File: src/i2c_flag_defines.svh
// Register indices, field positions, reset values and bit-count marks
// for the I2C status and bus-flag block. Definitions only.
`ifndef I2C_FLAG_DEFINES_SVH
`define I2C_FLAG_DEFINES_SVH

// Register indices; byte address is four times the index
`define IDX_BUS_FLAGS 16'hFFA9
`define IDX_XFER_STATUS 16'hFFAA
`define IDX_CONTROL 16'hFFA6
`define IDX_SLAVE_ADDR 16'hFFAB
`define IDX_TX_DATA 16'hFFAC
`define IDX_IRQ_STATUS 16'hFFAD
`define IDX_IRQ_MASK 16'hFFAE

// Bus flag register fields
`define FLG_START_TRIGGER_FAILED_FLAG 7
`define FLG_BUSY 6
`define FLG_ISE 1
`define FLG_RSV 0

// Control register fields
`define CTL_ENABLE 7
`define CTL_EXIT 6
`define CTL_WCANCEL 5
`define CTL_START 1

// Interrupt event fields
`define IRQ_W 5
`define IRQ_START 0
`define IRQ_STOP 1
`define IRQ_ALD 2
`define IRQ_MATCH 3
`define IRQ_BYTE 4

// Reset values
`define RST_BYTE 8'h00
`define RST_WORD 32'h0000_0000

// Bit count marks within a byte
`define CNT_IDLE 4'h0
`define CNT_FIRST 4'h1
`define CNT_DIR 4'h8
`define CNT_ACK 4'h9

`endif

File: src/i2c_flag_pkg.sv
// Types shared by the I2C status and bus-flag block.
// Assumes i2c_flag_defines.svh is on the include path.
package i2c_flag_pkg;
  // Whole register state of the block
  typedef struct packed {
    logic scl_m, sda_m, scl_s, sda_s, scl_p, sda_p;
    logic en, start_trig, ise, rsv, start_trigger_failed_flag, busy;
    logic mst, ald, exc, coi, trc, ackd, std, spd;
    logic [3:0] cnt;
    logic first, drive_en, gen_hold, sda_oe_n;
    logic [7:0] rx, latch, txd;
    logic [6:0] saddr;
    logic [4:0] irq_st, irq_mk;
    logic a_val, a_wr;
    logic [15:0] a_idx;
    logic [31:0] hrdata;
  } flag_state_s;
endpackage : i2c_flag_pkg

File: src/i2c_status_flag_logic.sv
// Status and bus-flag logic of an I2C interface with an AHB-Lite slave.
// Assumes a 25 MHz hclk, an external pull-up on SDA, and SCL driven by
// whoever clocks the bus; this block watches SCL and never drives it.
`timescale 1ns/100ps
`include "i2c_flag_defines.svh"

module i2c_status_flag_logic
  import i2c_flag_pkg::*;
(
  input wire logic hclk,
  input wire logic hresetn,
  input wire logic hsel,
  input wire logic [31:0] haddr,
  input wire logic [1:0] htrans,
  input wire logic hwrite,
  input wire logic [2:0] hsize,
  input wire logic [31:0] hwdata,
  input wire logic hready,
  output logic hreadyout,
  output logic hresp,
  output logic [31:0] hrdata,
  input wire logic scl_in,
  input wire logic sda_in,
  output logic sda_out,
  output logic sda_oe_n,
  output logic irq
);

  flag_state_s q, d;

  ////////////////////////////////////////////////////////////////////////
  // Event decode from synchronised pins
  logic rise, fall, start_det, stop_det;
  logic [3:0] nc;
  logic [7:0] rx_full;

  always_comb
  begin
    rise = q.en & q.scl_s & ~q.scl_p;
    fall = q.en & ~q.scl_s & q.scl_p;
    // SDA moving while SCL stays high marks start or stop
    start_det = q.en & q.scl_s & q.scl_p & q.sda_p & ~q.sda_s;
    stop_det = q.en & q.scl_s & q.scl_p & ~q.sda_p & q.sda_s;
    nc = (q.cnt == `CNT_ACK) ? `CNT_FIRST : q.cnt + 4'h1;
    rx_full = {q.rx[6:0], q.sda_s};
  end

  ////////////////////////////////////////////////////////////////////////
  // Bus decode; zero wait states so the address phase fixes the answer
  logic addr_ok, wr_ok, rd_take, wr_en, ald_event;
  logic [15:0] ra_idx;
  logic [31:0] rd_val;
  logic [7:0] status_byte, flags_byte, ctl_byte;

  always_comb
  begin
    ra_idx = haddr[17:2];
    addr_ok = hsel & htrans[1] & hready & (haddr[1:0] == 2'b00);
    rd_take = addr_ok & ~hwrite;
    wr_ok = q.a_val & q.a_wr;
    status_byte = {q.mst, q.ald, q.exc, q.coi, q.trc, q.ackd, q.std, q.spd};
    flags_byte = {q.start_trigger_failed_flag, q.busy, 4'h0, q.ise, q.rsv};
    ctl_byte = {q.en, 5'h00, q.start_trig, 1'b0};
    case (ra_idx)
      `IDX_BUS_FLAGS: rd_val = {24'h00_0000, flags_byte};
      `IDX_XFER_STATUS: rd_val = {24'h00_0000, status_byte};
      `IDX_CONTROL: rd_val = {24'h00_0000, ctl_byte};
      `IDX_SLAVE_ADDR: rd_val = {24'h00_0000, q.saddr, 1'b0};
      `IDX_TX_DATA: rd_val = {24'h00_0000, q.txd};
      `IDX_IRQ_STATUS: rd_val = {27'h000_0000, q.irq_st};
      `IDX_IRQ_MASK: rd_val = {27'h000_0000, q.irq_mk};
      default: rd_val = `RST_WORD;
    endcase
  end

  ////////////////////////////////////////////////////////////////////////
  // Next state: sets first, then clears, so clears win
  always_comb
  begin
    d = q;
    ald_event = 1'b0;
    wr_en = 1'b0;
    // Two-stage synchronisers, third stage for edges
    // Pins belong to no clock here, so stage one feeds no logic; stages two and three do
    d.scl_m = scl_in;
    d.sda_m = sda_in;
    d.scl_s = q.scl_m;
    d.sda_s = q.sda_m;
    d.scl_p = q.scl_s;
    d.sda_p = q.sda_s;
    // Address phase capture
    d.a_val = addr_ok;
    d.a_wr = hwrite;
    d.a_idx = ra_idx;
    if (rd_take)
      d.hrdata = rd_val;

    // Register writes in the data phase
    if (wr_ok)
    begin
      case (q.a_idx)
        `IDX_CONTROL:
        begin
          d.en = hwdata[`CTL_ENABLE];
          wr_en = hwdata[`CTL_ENABLE] & ~q.en;
          if (hwdata[`CTL_START] & q.en)
          begin
            if (q.busy & q.rsv & ~q.mst)
            begin
              d.start_trigger_failed_flag = 1'b1;
              d.start_trig = 1'b0;
            end
            else
            begin
              d.start_trig = 1'b1;
              d.start_trigger_failed_flag = 1'b0;
            end
          end
        end
        `IDX_BUS_FLAGS:
          if (~q.en)
          begin
            d.ise = hwdata[`FLG_ISE];
            d.rsv = hwdata[`FLG_RSV];
          end
        `IDX_SLAVE_ADDR: d.saddr = hwdata[7:1];
        `IDX_TX_DATA: d.txd = hwdata[7:0];
        `IDX_IRQ_STATUS: d.irq_st = q.irq_st & ~hwdata[4:0];
        `IDX_IRQ_MASK: d.irq_mk = hwdata[4:0];
        default: d.en = q.en;
      endcase
    end
    // Enabling with initial-start off assumes a foreign transfer
    if (wr_en & ~q.ise)
      d.busy = 1'b1;

    // Start generation once the bus is free
    // No restart: a pending trigger simply waits for the bus to free up
    if (q.start_trig & q.en & ~q.busy & ~q.gen_hold & q.scl_s & q.sda_s)
      d.gen_hold = 1'b1;

    // Start and stop conditions
    if (start_det)
    begin
      d.std = 1'b1;
      d.busy = 1'b1;
      d.ise = 1'b0;
      d.cnt = `CNT_IDLE;
      d.first = 1'b1;
      d.latch = q.txd;
      d.exc = 1'b0;
      d.coi = 1'b0;
      if (q.gen_hold)
      begin
        d.mst = 1'b1;
        d.trc = 1'b1;
        d.start_trig = 1'b0;
      end
      else
        d.trc = 1'b0;
    end
    if (stop_det)
      d.spd = 1'b1;

    // Rising SCL: count, sample, detect loss
    if (rise)
    begin
      d.cnt = nc;
      d.rx = rx_full;
      if (nc == `CNT_FIRST)
      begin
        d.ackd = 1'b0;
        if (~q.first)
          d.std = 1'b0;
        if (q.first & q.spd)
          d.spd = 1'b0;
      end
      // Loss only on bits 1 to 8 of any byte; the ack slot is the
      // receiver's, and bit 1 of a data byte follows a count of nine
      if (q.mst & q.trc & q.drive_en & q.latch[7] & ~q.sda_s
          & (nc < `CNT_ACK))
      begin
        ald_event = 1'b1;
        d.ald = 1'b1;
      end
      if (q.first & (nc == `CNT_DIR))
      begin
        if ((rx_full[7:4] == 4'h0) | (rx_full[7:4] == 4'hF))
          d.exc = 1'b1;
        if (rx_full[7:1] == q.saddr)
          d.coi = 1'b1;
        if (q.mst)
          d.trc = ~q.latch[7];
        else
          d.trc = q.sda_s;
      end
      if ((nc == `CNT_ACK) & ~q.sda_s)
        d.ackd = 1'b1;
    end

    // Falling SCL: move the output latch
    if (fall)
    begin
      d.gen_hold = 1'b0;
      case (q.cnt)
        `CNT_ACK:
        begin
          d.first = 1'b0;
          d.latch = q.txd;
          d.drive_en = 1'b1;
        end
        `CNT_DIR: d.drive_en = 1'b0;
        `CNT_IDLE: d.drive_en = 1'b1;
        default:
        begin
          d.latch = {q.latch[6:0], 1'b1};
          d.drive_en = 1'b1;
        end
      endcase
    end

    // Sticky events; set beats write-one-to-clear
    if (start_det)
      d.irq_st[`IRQ_START] = 1'b1;
    if (stop_det)
      d.irq_st[`IRQ_STOP] = 1'b1;
    if (ald_event)
      d.irq_st[`IRQ_ALD] = 1'b1;
    if (d.coi & ~q.coi)
      d.irq_st[`IRQ_MATCH] = 1'b1;
    if (fall & (q.cnt == `CNT_ACK))
      d.irq_st[`IRQ_BYTE] = 1'b1;

    // Clears, which win over any set above
    if (ald_event)
    begin
      d.mst = 1'b0;
      d.trc = 1'b0;
      d.start_trig = 1'b0;
    end
    // Read data was captured above, so software sees an earlier loss; one set in the read's own cycle is cleared unseen
    if (rd_take & (ra_idx == `IDX_XFER_STATUS))
      d.ald = 1'b0;
    if (stop_det)
    begin
      {d.mst, d.exc, d.coi, d.trc, d.ackd, d.std} = 6'h00;
      d.busy = 1'b0;
    end
    if (wr_ok & (q.a_idx == `IDX_CONTROL) & hwdata[`CTL_EXIT])
    begin
      {d.mst, d.exc, d.coi, d.trc, d.ackd, d.std} = 6'h00;
      d.start_trig = 1'b0;
      d.gen_hold = 1'b0;
    end
    if (wr_ok & (q.a_idx == `IDX_CONTROL) & hwdata[`CTL_WCANCEL])
      d.trc = 1'b0;
    if (~d.en)
    begin
      d.ald = 1'b0;
      {d.mst, d.exc, d.coi, d.trc, d.ackd, d.std, d.spd} = 7'h00;
      d.start_trigger_failed_flag = 1'b0;
      d.busy = 1'b0;
      d.start_trig = 1'b0;
      d.gen_hold = 1'b0;
      d.cnt = `CNT_IDLE;
    end
    // Pull SDA only for own start or a zero bit while transmitting
    d.sda_oe_n = ~(d.gen_hold | (d.trc & d.drive_en & ~d.latch[7]));
  end

  ////////////////////////////////////////////////////////////////////////
  // State register; pins idle high at reset
  always_ff @(posedge hclk or negedge hresetn)
  begin
    if (!hresetn)
    begin
      q <= '0;
      q.scl_m <= 1'b1;
      q.sda_m <= 1'b1;
      q.scl_s <= 1'b1;
      q.sda_s <= 1'b1;
      q.scl_p <= 1'b1;
      q.sda_p <= 1'b1;
      q.sda_oe_n <= 1'b1;
      q.latch <= `RST_BYTE;
    end
    else
      q <= d;
  end

  // Outputs
  // SDA is open drain: the pin only ever pulls low, the pull-up gives
  // the one; zero wait states keep the bus side trivially ready
  assign hreadyout = 1'b1;
  assign hresp = 1'b0;
  assign hrdata = q.hrdata;
  assign sda_out = 1'b0;
  assign sda_oe_n = q.sda_oe_n;
  assign irq = |(q.irq_st & q.irq_mk);
endmodule : i2c_status_flag_logic

File: config.mk
export PLATFORM = sky130hd
export DESIGN_NAME = i2c_status_flag_logic
export DESIGN_NICKNAME = d
export VERILOG_FILES = /design/src/i2c_flag_pkg.sv /design/src/i2c_status_flag_logic.sv
export VERILOG_INCLUDE_DIRS = /design/src
export SDC_FILE = /design/constraint.sdc
export NUM_CORES = 1
export LEC_CHECK = 0
export BUFFER_PORTS_ARGS = -buffer_cell sky130_fd_sc_hd__buf_4
export CORE_MARGIN = 2
export CORE_UTILIZATION = 40
export DETAILED_ROUTE_END_ITERATION = 8
export GPL_TIMING_DRIVEN = 0
export SLEW_MARGIN = 20
export SYNTH_ARGS = -nofsm -noshare
export SYNTH_HDL_FRONTEND = slang
export SYNTH_SLANG_ARGS = --single-unit
File: constraint.sdc
create_clock -name hclk -period 3 [get_ports hclk]
set_input_delay 0.3 -clock hclk [delete_from_list [all_inputs] [get_ports hclk]]
set_output_delay 0.3 -clock hclk [all_outputs]
set_load 0.1 [all_outputs]
# Yosys cells after proc, flatten, opt, wreduce, memory -nomap -nowiden
# Index checks and enable logic that the tools add are counted.
# W data, S select, Z words.
classes:
  reduce_logical: 30
  muxes: 65
  order_cmp: 1
  n_addsub: 1
  bitwise: 59
  multipliers: 0
  eq_ne: 32
  n_shift: 0
  n_div: 0
op_table:
  columns: ["cell", "count"]
  rows:
  - ["$eq A16 B16 Y1 const B", 13]
  - ["$pmux W8 S7", 1]
  - ["$mux W1", 42]
  - ["$and A1 B1 Y1", 40]
  - ["$mux W5", 6]
  - ["$reduce_and A2 Y1", 11]
  - ["$reduce_bool A2 Y1", 11]
  - ["$eq A4 B4 Y1 const B", 5]
  - ["$mux W8", 2]
  - ["$pmux W8 S2", 1]
  - ["$mux W14", 1]
  - ["$not A1 Y1", 14]
  - ["$mux W3", 4]
  - ["$mux W11", 1]
  - ["$and A5 B5 Y5", 2]
  - ["$mux W10", 1]
  - ["$mux W2", 5]
  - ["$ne A5 B1 Y1 const B", 2]
  - ["$ne A3 B1 Y1 const B", 3]
  - ["$reduce_and A3 Y1", 3]
  - ["$logic_not A4 Y1", 2]
  - ["$ne A2 B1 Y1 const B", 4]
  - ["$ne A4 B1 Y1 const B", 2]
  - ["$eq A7 B7 Y1", 1]
  - ["other kinds (10)", 11]
totals:
  ram_bits: 0
  latchBits: 0
  inputBits: 76
  romBits: 0
  out_inout_bits: 37
  elab_cells: 227
  memories: 0
  reg_bits: 118

# Longest topological paths before layout
logic_depth:
  ltp_word: 18
  depth_mapped: 8
  mapped_depth_nobuf: 6

# Least setup slack after synthesis
# OpenSTA, ideal clock, no wires.
synth_timing:
  path_kind: "flip-flop to flip-flop"
  startpoint: "register q[36] in the netlist's numbering"
  endpoint: "register q[60] in the netlist's numbering"
  synth_period_minus_slack_ps: 1964
  path_stages_with_launch: 7
  required_time_ps: 2875
  setup_slack_ps: 1036
  t_arrival_ps: 1839
  setup_time_ps: 125
  n_path_buf: 1
  path_cell_list: "dfrtp_1 > nand4b_4 > nor4_4 > nand3_1 > or3b_1 > buf_4 > mux2_4"
synth_between:
  elab_chain_cells: 2
synth_rtl:
  columns: ["item", "line", "source"]
  rows:
  - ["start, declared", "i2c_status_flag_logic.sv:29", "flag_state_s q, d;"]
  - ["$eq A16 B16 Y1", "i2c_status_flag_logic.sv:101", "case (q.a_idx)"]
  - ["$reduce_and A2 Y1 (no source line)", null, null]
# Every way passes these cells.
# A chain may end at the register's enable or synchronous reset.

==> reports/qor.csv <==
stage,metric,value,unit
timing,whs,32.0,ps
floorplanning,die_x,111,um
floorplanning,start_util,0.405,
timing,fmax,432,MHz
yosys,synth_top_cell_area_share,0.477,
yosys,synth_area,4570,sq um
timing,tightest_slew,831,ps
yosys,synth_mux_area_frac,0.0772,
floorplanning,rows,39,
yosys,synthCells,425,
worst_setup_path,slowest_stage,dfstp_2,
floorplanning,dieHeight,111,um
timing,finClkSkew,6.20,ps
layout,antenna_cells,0,
layout,drive_above_1_share,0.277,
yosys,ys_seq_area_frac,0.517,
global_routing,grt_usage,0.187,
global_routing,grt_max_degree,95,
drt,dr.pass1.iters,6,
worst_setup_path,cpPeakStageDelay,560,ps
layout,layout.nets,580,
layout,final_core_util,0.487,
clocking,cts_max_level,3,
timing,hold_viol,0,
power_and_ir_drop,powerDensity,564,nW/um^2
clocking,numCtsBuffers,9,
yosys,synth_edf_count,0,
clocking,clock_latency,350,ps
worst_setup_path,crit_type,reg -> reg,
timing,fin_crit_sh,0.771,
yosys,synthAdderAreaFrac,0,
global_routing,antenna_found_initial,0,
power_and_ir_drop,power,3.10,mW
power_and_ir_drop,seq_power_share,0.466,
drt,vias,3347,
clocking,cts_buffer_depth,2,
worst_setup_path,end_kind,flop,
yosys,synth_compound_gate_area_share,0.127,
worst_setup_path,crit_buf_inv,0,
layout,finish.instance_area,5490,sq um
global_routing,grt_pass1_wl,17700,um
floorplanning,ios,113,
yosys,synth.most_common_cell,dfrtp_1,
yosys,synth_flop_cell,dfrtp_1,
clocking,cts-hold-fix-buffers,0,
worst_setup_path,startpoint_type,flop,
place,dpl_cell_area,5170,sq um
drt,drt_iter0_drc,244,
yosys,synth-xor-area-share,0.0153,
power_and_ir_drop,p_comb_frac,0.137,
power_and_ir_drop,switching_share,0.278,
drt,antenna_left,0,
yosys,syn_area_per_cell,10.7,sq um
yosys,ys_ff_latch,94,
yosys,yosys.area.top_type,dfrtp_1,
timing,finalSetupViolCount,0,
clocking,clkSlewWorstSetupHoldPaths,70,ps
flow_run,drv_cap,0,
place,gp_congestion,0.873,
worst_setup_path,worstPathCellList,"nand3_1, nor3b_2, a21oi_1, a222oi_1, a31oi_1",
clocking,clock-sinks,94,
layout,num-fill-cells,1028,
drt,drt-total-wl,10800,um
power_and_ir_drop,p_clk_frac,0.397,
global_routing,grt_overflow,0,
yosys,synth_commonest_cells,"dfrtp_1 (87), nand2_1 (57), buf_4 (36), nor2_1 (23), o21ai_0 (19)",
drt,drcViolationCount,0,
power_and_ir_drop,internal_power,2.23,mW
yosys,synth_top_family_by_area,simple AND/OR/NAND/NOR gates,
floorplanning,coreArea,11300,sq um
worst_setup_path,required,3250,ps
timing,period_minus_slack,2310,ps
run_status,status,"complete, no violations",
yosys,synthTopCellsByArea,"dfrtp_1 (48%), buf_4 (5.9%), nand2_1 (4.7%), mux2_2 (4.4%), dfstp_2 (4.0%)",
layout,syn2layout_area_growth,20.2,%
global_routing,grt_pass1_vias,3279,
drt,post_drt_wl_per_cell,16.5,um
yosys,synth-async-reset-ratio,1.00,
floorplanning,dieArea,12300,sq um
clocking,cts_tree,done,
timing,rsz0062_at_grt,false,
clocking,post-cts-setup-buffers,0,
worst_setup_path,crit_fanout,8,
drt,avgViaCountPerCell,5.13,
power_and_ir_drop,p_leak,2.59,nW
timing,finalMaxSlewViolations,0,
power_and_ir_drop,p_sw,0.861,mW
timing,tns,0,ps
place,io_buffers,43,
worst_setup_path,arrival,2570,ps
clocking,post_cts_resize_count,0,
worst_setup_path,critPathTopFamily,compound AO/OA/AOI/OAI gates,
yosys,ys_warn_count,0,
timing,relSlewSlack,0.446,
place,dpl.hpwl,7930,um
yosys,yosysUniqueCellTypes,69,
hold_path,hold_class,in -> async,
power_and_ir_drop,ir_worst_vdd,558,uV
yosys,yosys.area_share.simple,0.182,
clocking,root_buffer,clkbuf_16,
cells in the final DEF (no fill, tap or decap), types with 3 or more instances in the layout:
cell type  synthesis  layout
clkbuf_1          12      12
inv_1             12      12
nand2_1           57      57
dfstp_2            7       7
mux2_4             6       6
nand4_1            7       7
dfrtp_1           87      87
o2bb2ai_1          3       3
nor3_1             7       7
nor4_1             3       3
a221oi_1           4       4
o21ai_0           19      19
nand2b_1           4       4
conb_1             2      27
buf_4             36      78
a31oi_1            4       4
a21oi_1           15      15
nand3_1            9       9
mux2_2            18      18
nor2b_1            6       6
a21o_1             4       4
a222oi_1           8       8
nor2_1            23      23
nand3b_1           5       5
xor2_1             7       7
mux2i_1            6       6
and2_1             4       4
clkbuf_16          0       9
per-layer routing:
metal / vias up / track usage / part of all wire
met5: - / 0 / 0
met4: 0 / 0.0767 / 0.024
li1: 1614 / - / -
met3: 18 / 0.0585 / 0.046
met1: 1629 / 0.250 / 0.46
met2: 86 / 0.283 / 0.47
area by class of cell:
cell class,instances,area (sq um),share of cell area
clock buffer,9,225,0.0410
buffer,49,319,0.0581
timing repair buffer,43,327,0.0595
clock inverter,7,97.6,0.0178
sequential,94,2360,0.430
inverter,12,45.0,0.00820
multi-input combinational,295,1940,0.353
tap,143,179,0.0326
worst paths after layout:
path	depth (start not counted)	startpoint	slack [ps]	to
worst max-delay path	5	d[114]$_DFF_PN1_	690	sda_oe_n$_DFF_PN1_
worst min-delay path	1	hresetn	30	q[43]$_DFF_PN0_
worst max register to register	5	d[114]$_DFF_PN1_	690	sda_oe_n$_DFF_PN1_
worst min register to register	0	d[115]$_DFF_PN1_	360	d[113]$_DFF_PN1_
max in group asynchronous	1	hresetn	2420	q[89]$_DFFE_PN0P_
min in group hclk	1	scl_in	50	d[116]$_DFF_PN1_
power by group through the flow:
| stage | clock network, mW | logic, mW | registers [mW] |
|---|---|---|---|
| after global routing | 1.31 | 0.461 | 1.45 |
| after detailed placement | 0 | 0.427 | 1.47 |
| final | 1.23 | 0.425 | 1.44 |
| after CTS | 1.27 | 0.428 | 1.44 |
| after global placement | 0 | 0.419 | 1.46 |
| after floorplan | 0 | 0.327 | 1.44 |
metrics by stage:
stage	instances	setup WS, ps
after floorplan	450	1040
after global placement	636	713
after detailed placement	636	721
after CTS	652	694
after global routing	652	499
final	652	686
sequential cells by signal (all words and copies together), names as in the netlist:
register and count:
q 75, hrdata 8, d 4, flags_byte 4, ctl_byte 2, sda_oe_n 1
kinds of logic after synthesis:
kind of cell / count (synthesis)
AOI/OAI and AO/OA: 80
other: 2
muxes: 30
DFF: 94
buffers and inverters: 61
and+or+nand+nor: 150
xor gates and xnor gates: 8
Note: power is estimated with default switching activity, not from simulation.
